`config.mk`:
```
export PLATFORM = sky130hd
export DESIGN_NAME = smq_move_sequencer
export DESIGN_NICKNAME = d
export VERILOG_FILES = /design/src/hdl/smq_pkg.sv /design/src/hdl/smq_move_sequencer.sv
export SDC_FILE = /design/constraint.sdc
export NUM_CORES = 2
export LEC_CHECK = 0
export ABC_AREA = 1
export BUFFER_PORTS_ARGS = -buffer_cell sky130_fd_sc_hd__buf_2
export CAP_MARGIN = 40
export CORE_MARGIN = 1
export CORE_UTILIZATION = 45
export DETAILED_ROUTE_END_ITERATION = 6
export SLEW_MARGIN = 10
export SYNTH_ARGS = -nofsm -noshare
export SYNTH_HDL_FRONTEND = slang
export SYNTH_SLANG_ARGS = --single-unit
```
`constraint.sdc`:
```
create_clock -name ref_clk_in -period 6.1 [get_ports ref_clk_in]
set_input_delay 1.22 -clock ref_clk_in [delete_from_list [all_inputs] [get_ports ref_clk_in]]
set_output_delay 1.22 -clock ref_clk_in [all_outputs]
set_load 0.03 [all_outputs]
```
`src/hdl/smq_pkg.sv`:
```
// Constants and types shared by the stepper move sequencer
package smq_pkg;

   // ------------------------------------------------------------
   // Register byte offsets
   // ------------------------------------------------------------
   localparam logic [7:0] REG_CTRL = 8'h00;
   localparam logic [7:0] REG_TARGET = 8'h04;
   localparam logic [7:0] REG_SPEED = 8'h08;
   localparam logic [7:0] REG_START_SPD = 8'h0C;
   localparam logic [7:0] REG_ACCEL = 8'h10;
   localparam logic [7:0] REG_DECEL = 8'h14;
   localparam logic [7:0] REG_PRESET = 8'h18;
   localparam logic [7:0] REG_PROFILE = 8'h1C;
   localparam logic [7:0] REG_STATUS = 8'h20;
   localparam logic [7:0] REG_POSITION = 8'h24;
   localparam logic [7:0] REG_CUR_SPD = 8'h28;

   // ------------------------------------------------------------
   // Control word bits
   // ------------------------------------------------------------
   localparam int CB_REL = 0;
   localparam int CB_ABS = 1;
   localparam int CB_JOG_CW = 2;
   localparam int CB_JOG_CCW = 3;
   localparam int CB_HOLD = 4;
   localparam int CB_RESUME = 5;
   localparam int CB_HALT = 6;
   localparam int CB_RST_ERR = 7;
   localparam int CB_PRESET = 8;
   localparam int CB_HOMED = 9;
   localparam int CTRL_W = 10;

   // ------------------------------------------------------------
   // Input pin order after synchronising
   // ------------------------------------------------------------
   localparam int PIN_CW = 0;
   localparam int PIN_CCW = 1;
   localparam int PIN_STOP = 2;
   localparam int PIN_ESTOP = 3;

   // ------------------------------------------------------------
   // Bus answers, limits, reset values, timing
   // ------------------------------------------------------------
   localparam logic [1:0] RESP_OKAY = 2'h0;
   localparam logic [1:0] RESP_SLVERR = 2'h2;
   localparam logic [23:0] TARGET_MOST_NEG = 24'h800000;
   localparam logic POS_INVALID_RST = 1'b1;
   localparam int CLK_FREQ_MHZ = 200;
   localparam int RAMP_PERIOD_NS = 1000;
   localparam int RAMP_TICK_CYC = (RAMP_PERIOD_NS * CLK_FREQ_MHZ) / 1000;

   typedef enum logic [1:0] {
      ST_IDLE,
      ST_RUN,
      ST_DECEL,
      ST_HELD
   } smq_state_t;

   typedef enum logic [1:0] {
      MV_REL,
      MV_ABS,
      MV_JOG
   } smq_kind_t;

endpackage

```
`src/hdl/smq_move_sequencer.sv`:
```
// Stepper move sequencer with AXI4-Lite register slave
//
// Operation
// - Relative moves start even while the position is marked invalid.
// - Hold during a relative move decelerates to stop, then sets held.
// - Held move finishes on resume, or is dropped when another starts.
// - Resume reloads speed and ramp values but keeps the target.
// - Rising edge of the halt bit stops all motion at once.
// - Rising edge of the emergency-stop input stops the move at once.
// - Limit in travel direction stops; that direction refused until reset.
// - Limit opposite travel direction stops, no error reset needed.
// - Absolute move runs clockwise when target exceeds position.
// - Absolute moves only run while the position is valid.
// - Preset or completed homing marks the position valid.
// - Held absolute move resumes on continue or drops on new move.
// - Clockwise jog counts up, counter-clockwise down, while commanded.
// - Clearing the jog bit starts a controlled stop.
// - Rising edge of the jog stop input starts a controlled stop.
// - Jog may start on an active limit when heading away from it.
// - Jog starts at start speed and ramps to programmed speed.
// - Controlled jog stop ramps to start speed, position stays valid.
// - Immediate jog stop halts at once and invalidates position.
// - Jog follows new speed and ramp values while running.
// - Jog speed below start speed is ignored.
`timescale 1ns/1ps

module smq_move_sequencer import smq_pkg::*; #(
   parameter int SPD_W = 24
) (
   // Clock and reset
   input wire logic ref_clk_in,
   input wire logic rst_n_in,
   // AXI4-Lite write channels
   input wire logic [7:0] s_axi_awaddr_in,
   input wire logic s_axi_awvalid_in,
   output logic s_axi_awready_out,
   input wire logic [31:0] s_axi_wdata_in,
   input wire logic [3:0] s_axi_wstrb_in,
   input wire logic s_axi_wvalid_in,
   output logic s_axi_wready_out,
   output logic [1:0] s_axi_bresp_out,
   output logic s_axi_bvalid_out,
   input wire logic s_axi_bready_in,
   // AXI4-Lite read channels
   input wire logic [7:0] s_axi_araddr_in,
   input wire logic s_axi_arvalid_in,
   output logic s_axi_arready_out,
   output logic [31:0] s_axi_rdata_out,
   output logic [1:0] s_axi_rresp_out,
   output logic s_axi_rvalid_out,
   input wire logic s_axi_rready_in,
   // Machine inputs, active high
   input wire logic cw_limit_in,
   input wire logic ccw_limit_in,
   input wire logic jog_stop_in,
   input wire logic estop_in,
   // Motor drive
   output logic step_out,
   output logic dir_cw_out
);

   // ------------------------------------------------------------
   // Functions
   // ------------------------------------------------------------
   function automatic logic [31:0] merge(input logic [31:0] old_v,
                                         input logic [31:0] new_v,
                                         input logic [3:0] strb);
      logic [31:0] r;
      r = old_v;
      for (int i = 0; i < 4; i++) begin
         if (strb[i]) begin
            r[i*8 +: 8] = new_v[i*8 +: 8];
         end
      end
      return r;
   endfunction

   function automatic logic [SPD_W-1:0] ramp(input logic [SPD_W-1:0] cur,
                                             input logic [SPD_W-1:0] tgt,
                                             input logic [SPD_W-1:0] acc,
                                             input logic [SPD_W-1:0] dec);
      logic [SPD_W:0] up;
      up = {1'b0, cur} + {1'b0, acc};
      if (cur < tgt) begin
         return (up > {1'b0, tgt}) ? tgt : up[SPD_W-1:0];
      end else if (cur > tgt) begin
         return ((cur - tgt) > dec) ? cur - dec : tgt;
      end
      return cur;
   endfunction

   // ------------------------------------------------------------
   // Input synchronisers
   // ------------------------------------------------------------
   logic [3:0] pin_s1;
   logic [3:0] pin_s2;
   logic [3:0] pin_s3;
   wire [3:0] pin_raw = {estop_in, jog_stop_in, ccw_limit_in, cw_limit_in};
   wire [3:0] pin_rise = pin_s2 & ~pin_s3;

   always_ff @(posedge ref_clk_in or negedge rst_n_in) begin
      if (!rst_n_in) begin
         pin_s1 <= 4'h0;
         pin_s2 <= 4'h0;
         pin_s3 <= 4'h0;
      end else begin
         pin_s1 <= pin_raw;
         pin_s2 <= pin_s1;
         pin_s3 <= pin_s2;
      end
   end

   // ------------------------------------------------------------
   // AXI4-Lite slave
   // ------------------------------------------------------------
   logic aw_rdy, w_rdy, aw_got, w_got, b_vld, ar_rdy, r_vld;
   logic [7:0] aw_addr;
   logic [31:0] w_data;
   logic [3:0] w_strb;
   logic [1:0] b_resp, r_resp;
   logic [31:0] r_data;

   wire aw_take = s_axi_awvalid_in && aw_rdy;
   wire w_take = s_axi_wvalid_in && w_rdy;
   wire do_write = aw_got && w_got && !b_vld;
   wire b_done = b_vld && s_axi_bready_in;
   wire ar_take = s_axi_arvalid_in && ar_rdy;
   wire r_done = r_vld && s_axi_rready_in;

   wire wr_ctrl = do_write && (aw_addr == REG_CTRL);
   wire wr_tgt = do_write && (aw_addr == REG_TARGET);
   wire wr_spd = do_write && (aw_addr == REG_SPEED);
   wire wr_sspd = do_write && (aw_addr == REG_START_SPD);
   wire wr_acc = do_write && (aw_addr == REG_ACCEL);
   wire wr_dec = do_write && (aw_addr == REG_DECEL);
   wire wr_pre = do_write && (aw_addr == REG_PRESET);
   wire wr_prof = do_write && (aw_addr == REG_PROFILE);
   wire wr_hit = wr_ctrl || wr_tgt || wr_spd || wr_sspd || wr_acc ||
                 wr_dec || wr_pre || wr_prof;

   always_ff @(posedge ref_clk_in or negedge rst_n_in) begin
      if (!rst_n_in) begin
         aw_rdy <= 1'b0;
         w_rdy <= 1'b0;
         aw_got <= 1'b0;
         w_got <= 1'b0;
         b_vld <= 1'b0;
         b_resp <= RESP_OKAY;
         aw_addr <= 8'h00;
         w_data <= 32'h00000000;
         w_strb <= 4'h0;
      end else begin
         aw_rdy <= !(aw_got || aw_take) && !(b_vld && !b_done);
         w_rdy <= !(w_got || w_take) && !(b_vld && !b_done);
         if (aw_take) begin
            aw_got <= 1'b1;
            aw_addr <= {s_axi_awaddr_in[7:2], 2'h0};
         end
         if (w_take) begin
            w_got <= 1'b1;
            w_data <= s_axi_wdata_in;
            w_strb <= s_axi_wstrb_in;
         end
         if (do_write) begin
            aw_got <= 1'b0;
            w_got <= 1'b0;
            b_vld <= 1'b1;
            b_resp <= wr_hit ? RESP_OKAY : RESP_SLVERR;
         end else if (b_done) begin
            b_vld <= 1'b0;
         end
      end
   end

   // ------------------------------------------------------------
   // Host registers
   // ------------------------------------------------------------
   logic [CTRL_W-1:0] ctrl_lvl;
   logic [CTRL_W-1:0] cmd;
   logic [23:0] target_r;
   logic [SPD_W-1:0] speed_r, start_spd_r, accel_r, decel_r;
   logic [31:0] preset_r;
   logic [3:0] profile_r;
   wire [31:0] ctrl_new = merge({22'h000000, ctrl_lvl}, w_data, w_strb);

   always_ff @(posedge ref_clk_in or negedge rst_n_in) begin
      if (!rst_n_in) begin
         ctrl_lvl <= '0;
         cmd <= '0;
         target_r <= 24'h000000;
         speed_r <= '0;
         start_spd_r <= '0;
         accel_r <= '0;
         decel_r <= '0;
         preset_r <= 32'h00000000;
         profile_r <= 4'h0;
      end else begin
         cmd <= wr_ctrl ? ctrl_new[CTRL_W-1:0] : '0;
         if (wr_ctrl) begin
            ctrl_lvl <= ctrl_new[CTRL_W-1:0];
         end
         if (wr_tgt) begin
            target_r <= 24'(merge({8'h00, target_r}, w_data, w_strb));
         end
         if (wr_spd) begin
            speed_r <= SPD_W'(merge(32'(speed_r), w_data, w_strb));
         end
         if (wr_sspd) begin
            start_spd_r <= SPD_W'(merge(32'(start_spd_r), w_data, w_strb));
         end
         if (wr_acc) begin
            accel_r <= SPD_W'(merge(32'(accel_r), w_data, w_strb));
         end
         if (wr_dec) begin
            decel_r <= SPD_W'(merge(32'(decel_r), w_data, w_strb));
         end
         if (wr_pre) begin
            preset_r <= merge(preset_r, w_data, w_strb);
         end
         if (wr_prof) begin
            profile_r <= 4'(merge({28'h0000000, profile_r}, w_data, w_strb));
         end
      end
   end

   // ------------------------------------------------------------
   // Motion state
   // ------------------------------------------------------------
   smq_state_t state, next_state;
   smq_kind_t kind, next_kind;
   logic dir_q, next_dir;
   logic [SPD_W-1:0] cur_spd, next_cur, spd_l, next_spd_l;
   logic [SPD_W-1:0] acc_l, next_acc_l, dec_l, next_dec_l, jog_spd;
   logic [3:0] prof_l, next_prof_l;
   logic [24:0] remaining, next_rem, ramp_steps, next_ramp;
   logic [31:0] pos, next_pos;
   logic pos_inv, next_inv, cw_err, next_cw_err, ccw_err, next_ccw_err;
   logic hold_stop, next_hold_stop, step_q, next_step;
   logic [SPD_W-1:0] phase, next_phase;
   logic [7:0] ramp_cnt;
   logic halt_q;
   logic [1:0] jog_q;

   wire moving = (state == ST_RUN) || (state == ST_DECEL);
   wire can_start = (state == ST_IDLE) || (state == ST_HELD);
   wire ramp_tick = (ramp_cnt == 8'(RAMP_TICK_CYC - 1));
   wire halt_rise = ctrl_lvl[CB_HALT] && !halt_q;
   wire cw_hit = moving && pin_rise[PIN_CW];
   wire ccw_hit = moving && pin_rise[PIN_CCW];
   wire imm_stop = moving && (halt_rise || pin_rise[PIN_ESTOP] ||
                   cw_hit || ccw_hit);
   wire jog_cw_rise = ctrl_lvl[CB_JOG_CW] && !jog_q[0];
   wire jog_ccw_rise = ctrl_lvl[CB_JOG_CCW] && !jog_q[1];
   wire jog_cleared = dir_q ? !ctrl_lvl[CB_JOG_CW] : !ctrl_lvl[CB_JOG_CCW];
   wire jog_ctl_stop = (kind == MV_JOG) && (jog_cleared ||
                       pin_rise[PIN_STOP] || cmd[CB_HOLD]);
   wire pos_ctl_stop = (kind != MV_JOG) && cmd[CB_HOLD];

   // Blocked directions: latched limit error or limit input held active
   wire cw_block = cw_err || pin_s2[PIN_CW];
   wire ccw_block = ccw_err || pin_s2[PIN_CCW];

   wire [31:0] tgt_ext = {{8{target_r[23]}}, target_r};
   wire [32:0] abs_diff = {tgt_ext[31], tgt_ext} - {pos[31], pos};
   wire abs_cw = $signed(tgt_ext) > $signed(pos);
   wire [24:0] abs_dist = abs_cw ? abs_diff[24:0] : 25'(-abs_diff);
   wire [24:0] rel_dist = target_r[23] ? 25'(-{1'b1, target_r}) :
                          {1'b0, target_r};
   wire tgt_ok = (target_r != TARGET_MOST_NEG);
   wire rel_ok = tgt_ok && (rel_dist != 25'h0000000) &&
                 (target_r[23] ? !ccw_block : !cw_block);
   wire abs_ok = tgt_ok && !pos_inv && (abs_dist != 25'h0000000) &&
                 (abs_cw ? !cw_block : !ccw_block);
   wire go_rel = can_start && cmd[CB_REL] && rel_ok;
   wire go_abs = can_start && cmd[CB_ABS] && abs_ok;
   wire go_jcw = can_start && jog_cw_rise && !cw_block;
   wire go_jccw = can_start && jog_ccw_rise && !ccw_block;
   wire go_any = go_rel || go_abs || go_jcw || go_jccw;

   // Jog speed floor is the starting speed
   wire [SPD_W-1:0] jog_tgt = (jog_spd < start_spd_r) ? start_spd_r : jog_spd;
   wire [SPD_W-1:0] run_tgt = (kind == MV_JOG) ? jog_tgt : spd_l;
   wire [SPD_W-1:0] use_tgt = (state == ST_DECEL) ? start_spd_r : run_tgt;
   wire [SPD_W-1:0] use_acc = (kind == MV_JOG) ? accel_r : acc_l;
   wire [SPD_W-1:0] use_dec = (kind == MV_JOG) ? decel_r : dec_l;
   wire [SPD_W-1:0] ramped = ramp(cur_spd, use_tgt, use_acc, use_dec);
   wire [SPD_W:0] phase_sum = {1'b0, phase} + {1'b0, cur_spd};
   wire step_now = moving && phase_sum[SPD_W] &&
                   ((kind == MV_JOG) || (remaining != 25'h0000000));

   always_comb begin
      next_state = state;
      next_kind = kind;
      next_dir = dir_q;
      next_cur = cur_spd;
      next_rem = remaining;
      next_ramp = ramp_steps;
      next_pos = pos;
      next_inv = pos_inv;
      next_cw_err = cw_err;
      next_ccw_err = ccw_err;
      next_hold_stop = hold_stop;
      next_spd_l = spd_l;
      next_acc_l = acc_l;
      next_dec_l = dec_l;
      next_prof_l = prof_l;
      next_phase = moving ? phase_sum[SPD_W-1:0] : '0;
      next_step = 1'b0;
      if (cmd[CB_RST_ERR]) begin
         next_cw_err = 1'b0;
         next_ccw_err = 1'b0;
      end
      if (moving && ramp_tick) begin
         next_cur = ramped;
      end
      if (step_now) begin
         next_step = 1'b1;
         next_pos = dir_q ? pos + 32'h00000001 : pos - 32'h00000001;
         if (kind != MV_JOG) begin
            next_rem = remaining - 25'h0000001;
         end
         if ((state == ST_RUN) && (cur_spd < use_tgt)) begin
            next_ramp = ramp_steps + 25'h0000001;
         end else if ((state == ST_DECEL) && (ramp_steps != 25'h0000000)) begin
            next_ramp = ramp_steps - 25'h0000001;
         end
      end
      if (imm_stop) begin
         next_state = ST_IDLE;
         next_cur = '0;
         next_inv = 1'b1;
         if (cw_hit && dir_q) begin
            next_cw_err = 1'b1;
         end
         if (ccw_hit && !dir_q) begin
            next_ccw_err = 1'b1;
         end
      end else if (moving) begin
         if ((state == ST_RUN) && (jog_ctl_stop || pos_ctl_stop)) begin
            next_state = ST_DECEL;
            next_hold_stop = pos_ctl_stop;
         end else if ((state == ST_RUN) && (kind != MV_JOG) &&
                      (remaining <= ramp_steps)) begin
            next_state = ST_DECEL;
            next_hold_stop = 1'b0;
         end
         if ((kind != MV_JOG) && step_now && (remaining == 25'h0000001)) begin
            next_state = ST_IDLE;
            next_cur = '0;
         end else if ((state == ST_DECEL) && (cur_spd <= start_spd_r) &&
                      ((kind == MV_JOG) || hold_stop)) begin
            next_state = (kind == MV_JOG) ? ST_IDLE : ST_HELD;
            next_cur = '0;
         end
      end else if (go_any) begin
         next_state = ST_RUN;
         next_kind = go_rel ? MV_REL : (go_abs ? MV_ABS : MV_JOG);
         next_dir = go_rel ? !target_r[23] : (go_abs ? abs_cw : go_jcw);
         next_rem = go_rel ? rel_dist : abs_dist;
         next_cur = start_spd_r;
         next_ramp = 25'h0000000;
         next_hold_stop = 1'b0;
         next_spd_l = speed_r;
         next_acc_l = accel_r;
         next_dec_l = decel_r;
         next_prof_l = profile_r;
      end else if ((state == ST_HELD) && cmd[CB_RESUME]) begin
         next_state = ST_RUN;
         next_cur = start_spd_r;
         next_ramp = 25'h0000000;
         next_hold_stop = 1'b0;
         next_spd_l = speed_r;
         next_acc_l = accel_r;
         next_dec_l = decel_r;
         next_prof_l = profile_r;
      end else if (cmd[CB_PRESET]) begin
         next_pos = preset_r;
         next_inv = 1'b0;
      end else if (cmd[CB_HOMED]) begin
         next_inv = 1'b0;
      end
   end

   always_ff @(posedge ref_clk_in or negedge rst_n_in) begin
      if (!rst_n_in) begin
         state <= ST_IDLE;
         kind <= MV_REL;
         dir_q <= 1'b1;
         cur_spd <= '0;
         remaining <= 25'h0000000;
         ramp_steps <= 25'h0000000;
         pos <= 32'h00000000;
         pos_inv <= POS_INVALID_RST;
         cw_err <= 1'b0;
         ccw_err <= 1'b0;
         hold_stop <= 1'b0;
         spd_l <= '0;
         acc_l <= '0;
         dec_l <= '0;
         prof_l <= 4'h0;
         phase <= '0;
         step_q <= 1'b0;
      end else begin
         state <= next_state;
         kind <= next_kind;
         dir_q <= next_dir;
         cur_spd <= next_cur;
         remaining <= next_rem;
         ramp_steps <= next_ramp;
         pos <= next_pos;
         pos_inv <= next_inv;
         cw_err <= next_cw_err;
         ccw_err <= next_ccw_err;
         hold_stop <= next_hold_stop;
         spd_l <= next_spd_l;
         acc_l <= next_acc_l;
         dec_l <= next_dec_l;
         prof_l <= next_prof_l;
         phase <= next_phase;
         step_q <= next_step;
      end
   end

   always_ff @(posedge ref_clk_in or negedge rst_n_in) begin
      if (!rst_n_in) begin
         ramp_cnt <= 8'h00;
         halt_q <= 1'b0;
         jog_q <= 2'h0;
         jog_spd <= '0;
      end else begin
         ramp_cnt <= (ramp_tick || !moving) ? 8'h00 : ramp_cnt + 8'h01;
         halt_q <= ctrl_lvl[CB_HALT];
         jog_q <= {ctrl_lvl[CB_JOG_CCW], ctrl_lvl[CB_JOG_CW]};
         if (speed_r >= start_spd_r) begin
            jog_spd <= speed_r;
         end
      end
   end

   // ------------------------------------------------------------
   // Read path
   // ------------------------------------------------------------
   wire [31:0] status_w = {20'h00000, prof_l, ccw_err, cw_err, dir_q,
                           (kind == MV_JOG), pos_inv, (state == ST_HELD),
                           (state == ST_DECEL), moving};
   wire ar_hit = (s_axi_araddr_in[7:2] <= REG_CUR_SPD[7:2]);
   logic [31:0] rd_mux;

   always_comb begin
      unique case ({s_axi_araddr_in[7:2], 2'h0})
         REG_CTRL: rd_mux = {22'h000000, ctrl_lvl};
         REG_TARGET: rd_mux = tgt_ext;
         REG_SPEED: rd_mux = 32'(speed_r);
         REG_START_SPD: rd_mux = 32'(start_spd_r);
         REG_ACCEL: rd_mux = 32'(accel_r);
         REG_DECEL: rd_mux = 32'(decel_r);
         REG_PRESET: rd_mux = preset_r;
         REG_PROFILE: rd_mux = {28'h0000000, profile_r};
         REG_STATUS: rd_mux = status_w;
         REG_POSITION: rd_mux = pos;
         REG_CUR_SPD: rd_mux = 32'(cur_spd);
         default: rd_mux = 32'h00000000;
      endcase
   end

   always_ff @(posedge ref_clk_in or negedge rst_n_in) begin
      if (!rst_n_in) begin
         ar_rdy <= 1'b0;
         r_vld <= 1'b0;
         r_data <= 32'h00000000;
         r_resp <= RESP_OKAY;
      end else begin
         ar_rdy <= !ar_take && !(r_vld && !r_done);
         if (ar_take) begin
            r_vld <= 1'b1;
            r_data <= rd_mux;
            r_resp <= ar_hit ? RESP_OKAY : RESP_SLVERR;
         end else if (r_done) begin
            r_vld <= 1'b0;
         end
      end
   end

   assign s_axi_awready_out = aw_rdy;
   assign s_axi_wready_out = w_rdy;
   assign s_axi_bvalid_out = b_vld;
   assign s_axi_bresp_out = b_resp;
   assign s_axi_arready_out = ar_rdy;
   assign s_axi_rvalid_out = r_vld;
   assign s_axi_rdata_out = r_data;
   assign s_axi_rresp_out = r_resp;
   assign step_out = step_q;
   assign dir_cw_out = dir_q;

endmodule

```
After elaboration in Yosys (flattened, before gate mapping)
Cells that the tools add are included.

Register bits after elaboration: 524. Input port bits: 63. Output and inout port bits: 43. Logic and storage cells: 355.

Bitwise operators: 4. $add $sub $neg: 13. Equal/unequal tests: 30. Reduce and logical (&&, ||, !) cells: 140. Order comparisons: 10. Muxes and demuxes: 99.

Operator list (count): 24-bit two-way mux (24); 25-bit two-way mux (15); 32-bit one-hot mux with 11 select lines (1); 32-bit two-way mux (7); 25-bit nonzero test (4); 1-bit logical AND (56); 24-bit by 24-bit adder with 25-bit output (2); 25-bit negation (2); 25-bit by 1-bit subtractor with 25-bit output (second input constant) (2); 6-bit by 3-bit == test with 1-bit output (second input constant) (8); 24-bit > comparator (2); 24-bit < comparator (2); 24-bit subtractor (2); 2-bit AND reduction (21); 1-bit two-way mux (33); 32-bit by 1-bit adder with 32-bit output (second input constant) (1); 24-bit by 32-bit > comparator with 1-bit output (1); 32-bit by 1-bit subtractor with 32-bit output (second input constant) (1); 2-bit two-way mux (14); 25-bit by 1-bit adder with 25-bit output (second input constant) (1); 25-bit by 1-bit == test with 1-bit output (second input constant) (1); 25-bit by 24-bit > comparator with 1-bit output (1); 25-bit less-or-equal comparator (1); 1-bit logical OR (25); other kinds (31) (69).

Depth between registers and ports, before layout
Depth after elaboration: 15. Mapped depth: 48. Gate-level depth less buffers: 46.

Least setup slack after synthesis
Ideal clock, no wire load.

Path type: flip-flop to flip-flop. From: register start_spd_r[23]. To: register cur_spd[11]. Stages on the path, launching flop included: 46. Data required time: 6.035 ns. Setup time: 0.065 ns. Setup slack: -0.051 ns. Path buffers: 3. Period minus slack after synthesis: 6.151 ns. Arrival: 6.086 ns. Path through: dfrtp_1 -> inv_1 -> ha_1 -> nand2_1 -> nor2_1 -> nand3_1 -> nor2_1 -> nand2_1 -> nand2_1 -> clkbuf_1 -> clkbuf_1 -> o21ai_0 -> o211ai_1 -> o21ai_0 -> ha_1 -> fa_1 -> inv_1 -> nand4_1 -> [... 10 more ...] -> nand2_1 -> inv_1 -> nand3_1 -> nor3_1 -> nor4b_1 -> nand2_1 -> o2111ai_1 -> nand2_1 -> inv_1 -> clkbuf_1 -> nand2_1 -> o22ai_1 -> nor2_1 -> nor2_1 -> nand2_1 -> nand2_1 -> o21ai_0 -> nand2_1.

Cells in the longest elaborated chain, start to end: 15. Elaborated cells on any way between the ends: 26. Classes of those cells: 1 x add/sub; 6 x order compare; 17 x mux; 2 x reduce/logical.

Ends and longest elaborated chain: from (decl) (line smq_move_sequencer.sv:181) `logic [SPD_W-1:0] speed_r, start_spd_r, accel_r, decel_r;`; from (signal assigned) (line smq_move_sequencer.sv:209) `start_spd_r <= SPD_W'(merge(32'(start_spd_r), w_data, w_strb));`; 24-bit < comparator (line smq_move_sequencer.sv:281) `wire [SPD_W-1:0] jog_tgt = (jog_spd < start_spd_r) ? start_spd_r : jog_spd;`; 24-bit two-way mux (line smq_move_sequencer.sv:281); 24-bit two-way mux (line smq_move_sequencer.sv:282) `wire [SPD_W-1:0] run_tgt = (kind == MV_JOG) ? jog_tgt : spd_l;`; 24-bit two-way mux (line smq_move_sequencer.sv:283) `wire [SPD_W-1:0] use_tgt = (state == ST_DECEL) ? start_spd_r : run_tgt;`; 24-bit subtractor (line smq_move_sequencer.sv:87) `return ((cur - tgt) > dec) ? cur - dec : tgt;`; 24-bit > comparator (line smq_move_sequencer.sv:87); 24-bit two-way mux (line smq_move_sequencer.sv:87); 24-bit two-way mux (line smq_move_sequencer.sv:86) `end else if (cur > tgt) begin`; 24-bit two-way mux (line smq_move_sequencer.sv:84) `if (cur < tgt) begin`; 24-bit two-way mux (line smq_move_sequencer.sv:89) `return cur;`; 24-bit two-way mux (line smq_move_sequencer.sv:313) `if (moving && ramp_tick) begin`; 24-bit two-way mux (on tied branches) (line smq_move_sequencer.sv:367, smq_move_sequencer.sv:350); 24-bit two-way mux (on tied branches) (line smq_move_sequencer.sv:355, smq_move_sequencer.sv:347); 24-bit two-way mux * (line smq_move_sequencer.sv:338) `end else if (moving) begin`; 24-bit two-way mux * (line smq_move_sequencer.sv:328) `if (imm_stop) begin`; named net next_cur[11] (line smq_move_sequencer.sv:232) `logic [SPD_W-1:0] cur_spd, next_cur, spd_l, next_spd_l;`; to (signal assigned) (line smq_move_sequencer.sv:407) `cur_spd <= next_cur;`; to (decl) (line smq_move_sequencer.sv:232).

The timed path passes the listed nets; every way through them passes the cells marked *. The select of a mux whose other input is x is not followed. A chain may end at the register's enable or synchronous reset.

Worst setup path in the final report
From: register start_spd_r[23]. To: register cur_spd[4].

The elaborated chain is that of the path after synthesis.

==> metrics.md <==
| Metric | Value |
|---|---|
| Register bit total from synthesis | ~520 |
| Hold depth | 0 |
| Total Nets Final | 5,815 |
| Final setup fails | 0 |
| IO Port Bufs | 99 |
| Final min period | 5847 ps |
| CTS Root Cell | clkbuf_16 |
| WHS Endpoint | pin_s2[0] |
| Clk slew on worst S/H paths | 60 ps |
| H-tree depth | 2 |
| Crit. End Element | flip-flop |
| Top cell type's share of synthesized area | about a third |
| DR DRC count | 0 |
| Hold wc startpoint | pin_s1[0] |
| Die ar. | 0.08391 mm2 |
| CTS tree | done |
| Area leader, netlist | dfrtp_1 |
| Register-to-register setup slack | about 250 ps |
| Fraction of registers with async set/reset | 100.0% |
| Number of global-route vias before repair | 34,240 |
| Register area share after synthesis | 34.88% |
| ANT nets after route | 0 |
| Worst r2r src | start_spd_r[23] |
| Data arrival time of the worst path | 6400 ps |
| Xor/xnor cell area share of the yosys netlist | 3.857% |
| Max-capacitance violation count | 0 |
| Pins over their slew limit | 0 |
| Synth Area in Compound Gates | 19.16% |
| Ports | around 110 |
| R2R cell count | 41 |
| Ys Warns | 0 |
| Detailed Routing Iterations Pass 1 | 6 |
| Cell Area, Synth | 0.03724 mm2 |
| Die height | 289.7 um |
| Post-synth cell types | 67 |
| Multiplexer fraction of the synthesized cell area | 0.2285% |
| Clock Sinks | around 520 |
| Largest family of logic cells by synthesized area | simple AND/OR/NAND/NOR gates |
| CP Launch Type | flip-flop |
| CP peak stage delay | 390 ps |
| Cells after synthesis | 5,166 |
| Tightest Hold Check Type | flip-flop to flip-flop |
| Grt total ovfl | 0 |
| Antenna Cells | 0 |
| Die span in x | approximately 290 um |
| Post-Route WL | 141.0 mm |
| Simple-gate area share of the yosys netlist | between 20% and 30% |
| Maximum clock path buffer count | 3 |
| Final Hold Fails | 0 |
| Worst Setup SP | start_spd_r[23] |
| Inserted Clock Buffers | 61 |
| Synth Flop Type | dfrtp_1 |
| Worst path depth | 41 |
| Clock skew | around 67 ps |
| Most frequent cells in the layout | nand2_1 (1,367), o21ai_0 (588), inv_1 (552) |
| Highest fanout seen on the critical path | 7 |
| Max Clk Rate | 171.0 MHz |
| DRT iter0 DRCs | about 3,500 |
| Vias per inst | 5.624 |
| Placement Rows | 105 |
| EDFF count, synth | 0 |
| Final Util | 53.09% |
| Top area cells in the synthesized netlist | dfrtp_1 (35%), nand2_1 (14%), ha_1 (10%), o21ai_0 (8.3%), inv_1 (5.8%) |
| First-pass GRT wire length | 209.9 mm |
| Final WS setup | approximately 250 ps |
| Syn_area_per_cell | 7.208 um2 |
| HPWL Detailed | 109.9 mm |
| Largest net degree at the start of global routing | 160 |
| CP delay by family, top | simple AND/OR/NAND/NOR gates |
| Clk Latency, worst-skew pair | about 690 ps |
| CORE AREA | around 0.08 mm2 |
| Fill cell count | roughly 8,200 |
| Proportion of layout cells with a drive suffix above 1 | 11.91% |
| Critical path buffers and inverters | 7 |
| Most common cell after layout, fill and taps aside | nand2_1 |
| Synth-to-Final Area Change | 16.88% |
| R2R Path End | cur_spd[4] |
| Status | completed |
| Max_slew headroom | 35.87% |
| Worst Tran Pin Value | 951.9 ps |
| Initial core utilization | between 40% and 50% |
| Setup TNS | 0 ps |
| RSZ-0062 raised after global routing | true |
| GRT Overall Usage | 33.17% |
| Final worst-path cycle share | 95.85% |
| Setup CP Type | flip-flop to flip-flop |
| Wire per inst | roughly 22 um |
| Pre-CTS setup slack | -580.0 ps |
| Adder-Cell Fraction of Synth Area | 10.70% |
| Initial antenna violation count | 6 |
| Gpl congestion | 0.9918 |
| Worst endpoint required time | 6650 ps |
| Slowest CP cell | dfrtp_1 |
| Via count | roughly 37,000 |
sequential cells by signal, summed over array words and instances (netlist names), 25 cells and up, named ones only:
name             cells
remaining           25
w_data              32
preset_r            32
s_axi_rdata_out     32
pos                 32
ramp_steps          25
stage by stage:
step | cell area, um2 | cells | hold slack [ps]
CTS | 42880 | 6540 | 349.5
global placement | 40370 | 6418 | 335.2
global route | 43530 | 6554 | 364.4
finish | 43530 | 6554 | 346.0
detailed placement | 40500 | 6426 | 337.8
floorplan | 37240 | 5167 | 331.2
Yosys cell counts, types with 5 or more instances:
cell	number
nor2_1	372
clkbuf_1	122
inv_1	572
buf_2	24
o21ai_1	45
nand4_1	71
a31oi_1	31
xnor2_1	52
nand3b_1	9
a21o_1	14
a211oi_1	10
nand2_2	13
buf_4	11
a22oi_1	20
o21ai_0	620
o2111ai_1	11
a21oi_1	345
nand3_1	170
inv_2	6
or2_2	9
o21a_1	12
nand2_1	1387
a221oi_1	38
o31ai_1	14
o221ai_1	9
nor2_2	5
a21boi_0	11
o22ai_1	41
buf_1	8
ha_1	309
dfrtp_1	517
nor3_1	43
o21bai_1	18
xor2_1	112
nor4_1	22
o211ai_1	29
fa_1	6
how the worst max path moves through the flow:
stage / endpoint / slack (ps)
final: cur_spd[4] / 250
after global routing: cur_spd[22] / -130
after CTS: cur_spd[18] / 30
after detailed placement: cur_spd[4] / -580
after global placement: cur_spd[4] / -450
after floorplan: cur_spd[4] / 80
cells by family (layout without fill, tap and decap cells):
family,after synthesis,count (layout)
AND/OR/NAND/NOR,2123,2123
AO/OA/AOI/OAI,1285,1285
buffers and inverters,751,1068
flip-flops,519,519
adder cells (fa/ha/maj),315,315
XOR/XNOR,164,164
multiplexers,8,8
other,1,2
worst register-to-register path, delay by kind of cell (launching register included):
family          cells  cell delay, ps
fa+ha+maj           4            1090
flops               1             390
buf+inv             7             830
simple gates       16            1670
compound gates     13            1610
xor+xnor            1             160
per-layer routing:
metal / vias to the layer above / GRT usage (%) / part of all wire, % / wire, um
met1: 17300 / 47.15 / 45 / 63740
met2: 1464 / 49.46 / 42 / 59670
met3: 250 / 6.790 / 8.4 / 11820
met5: - / 0 / 0.013 / 19
li1: 17850 / - / - / -
met4: 4 / 12.41 / 4.1 / 5725
repair_timing:
item,4_1_cts,5_1_grt
hold endpoints to repair,0,0
endpoints found under the setup margin,24,24
pin swaps,5,55
resized for setup,25,135
gates cloned,0,2
hold buffers,0,0
buffers inserted,4,12
area by class of cell:
type	instances	area [um2]	area share [%]
clock buffer	79	1714	3.938
multi-input combinational	3897	21900	50.33
tap	1070	1339	3.076
inverter	581	2186	5.022
clock inverter	31	563.0	1.294
sequential	519	12990	29.84
timing repair buffer	377	2829	6.500
Power is left out: the tool's default activity adds up to more than one toggle a clock period on the data nets, which glitch-free logic cannot reach.
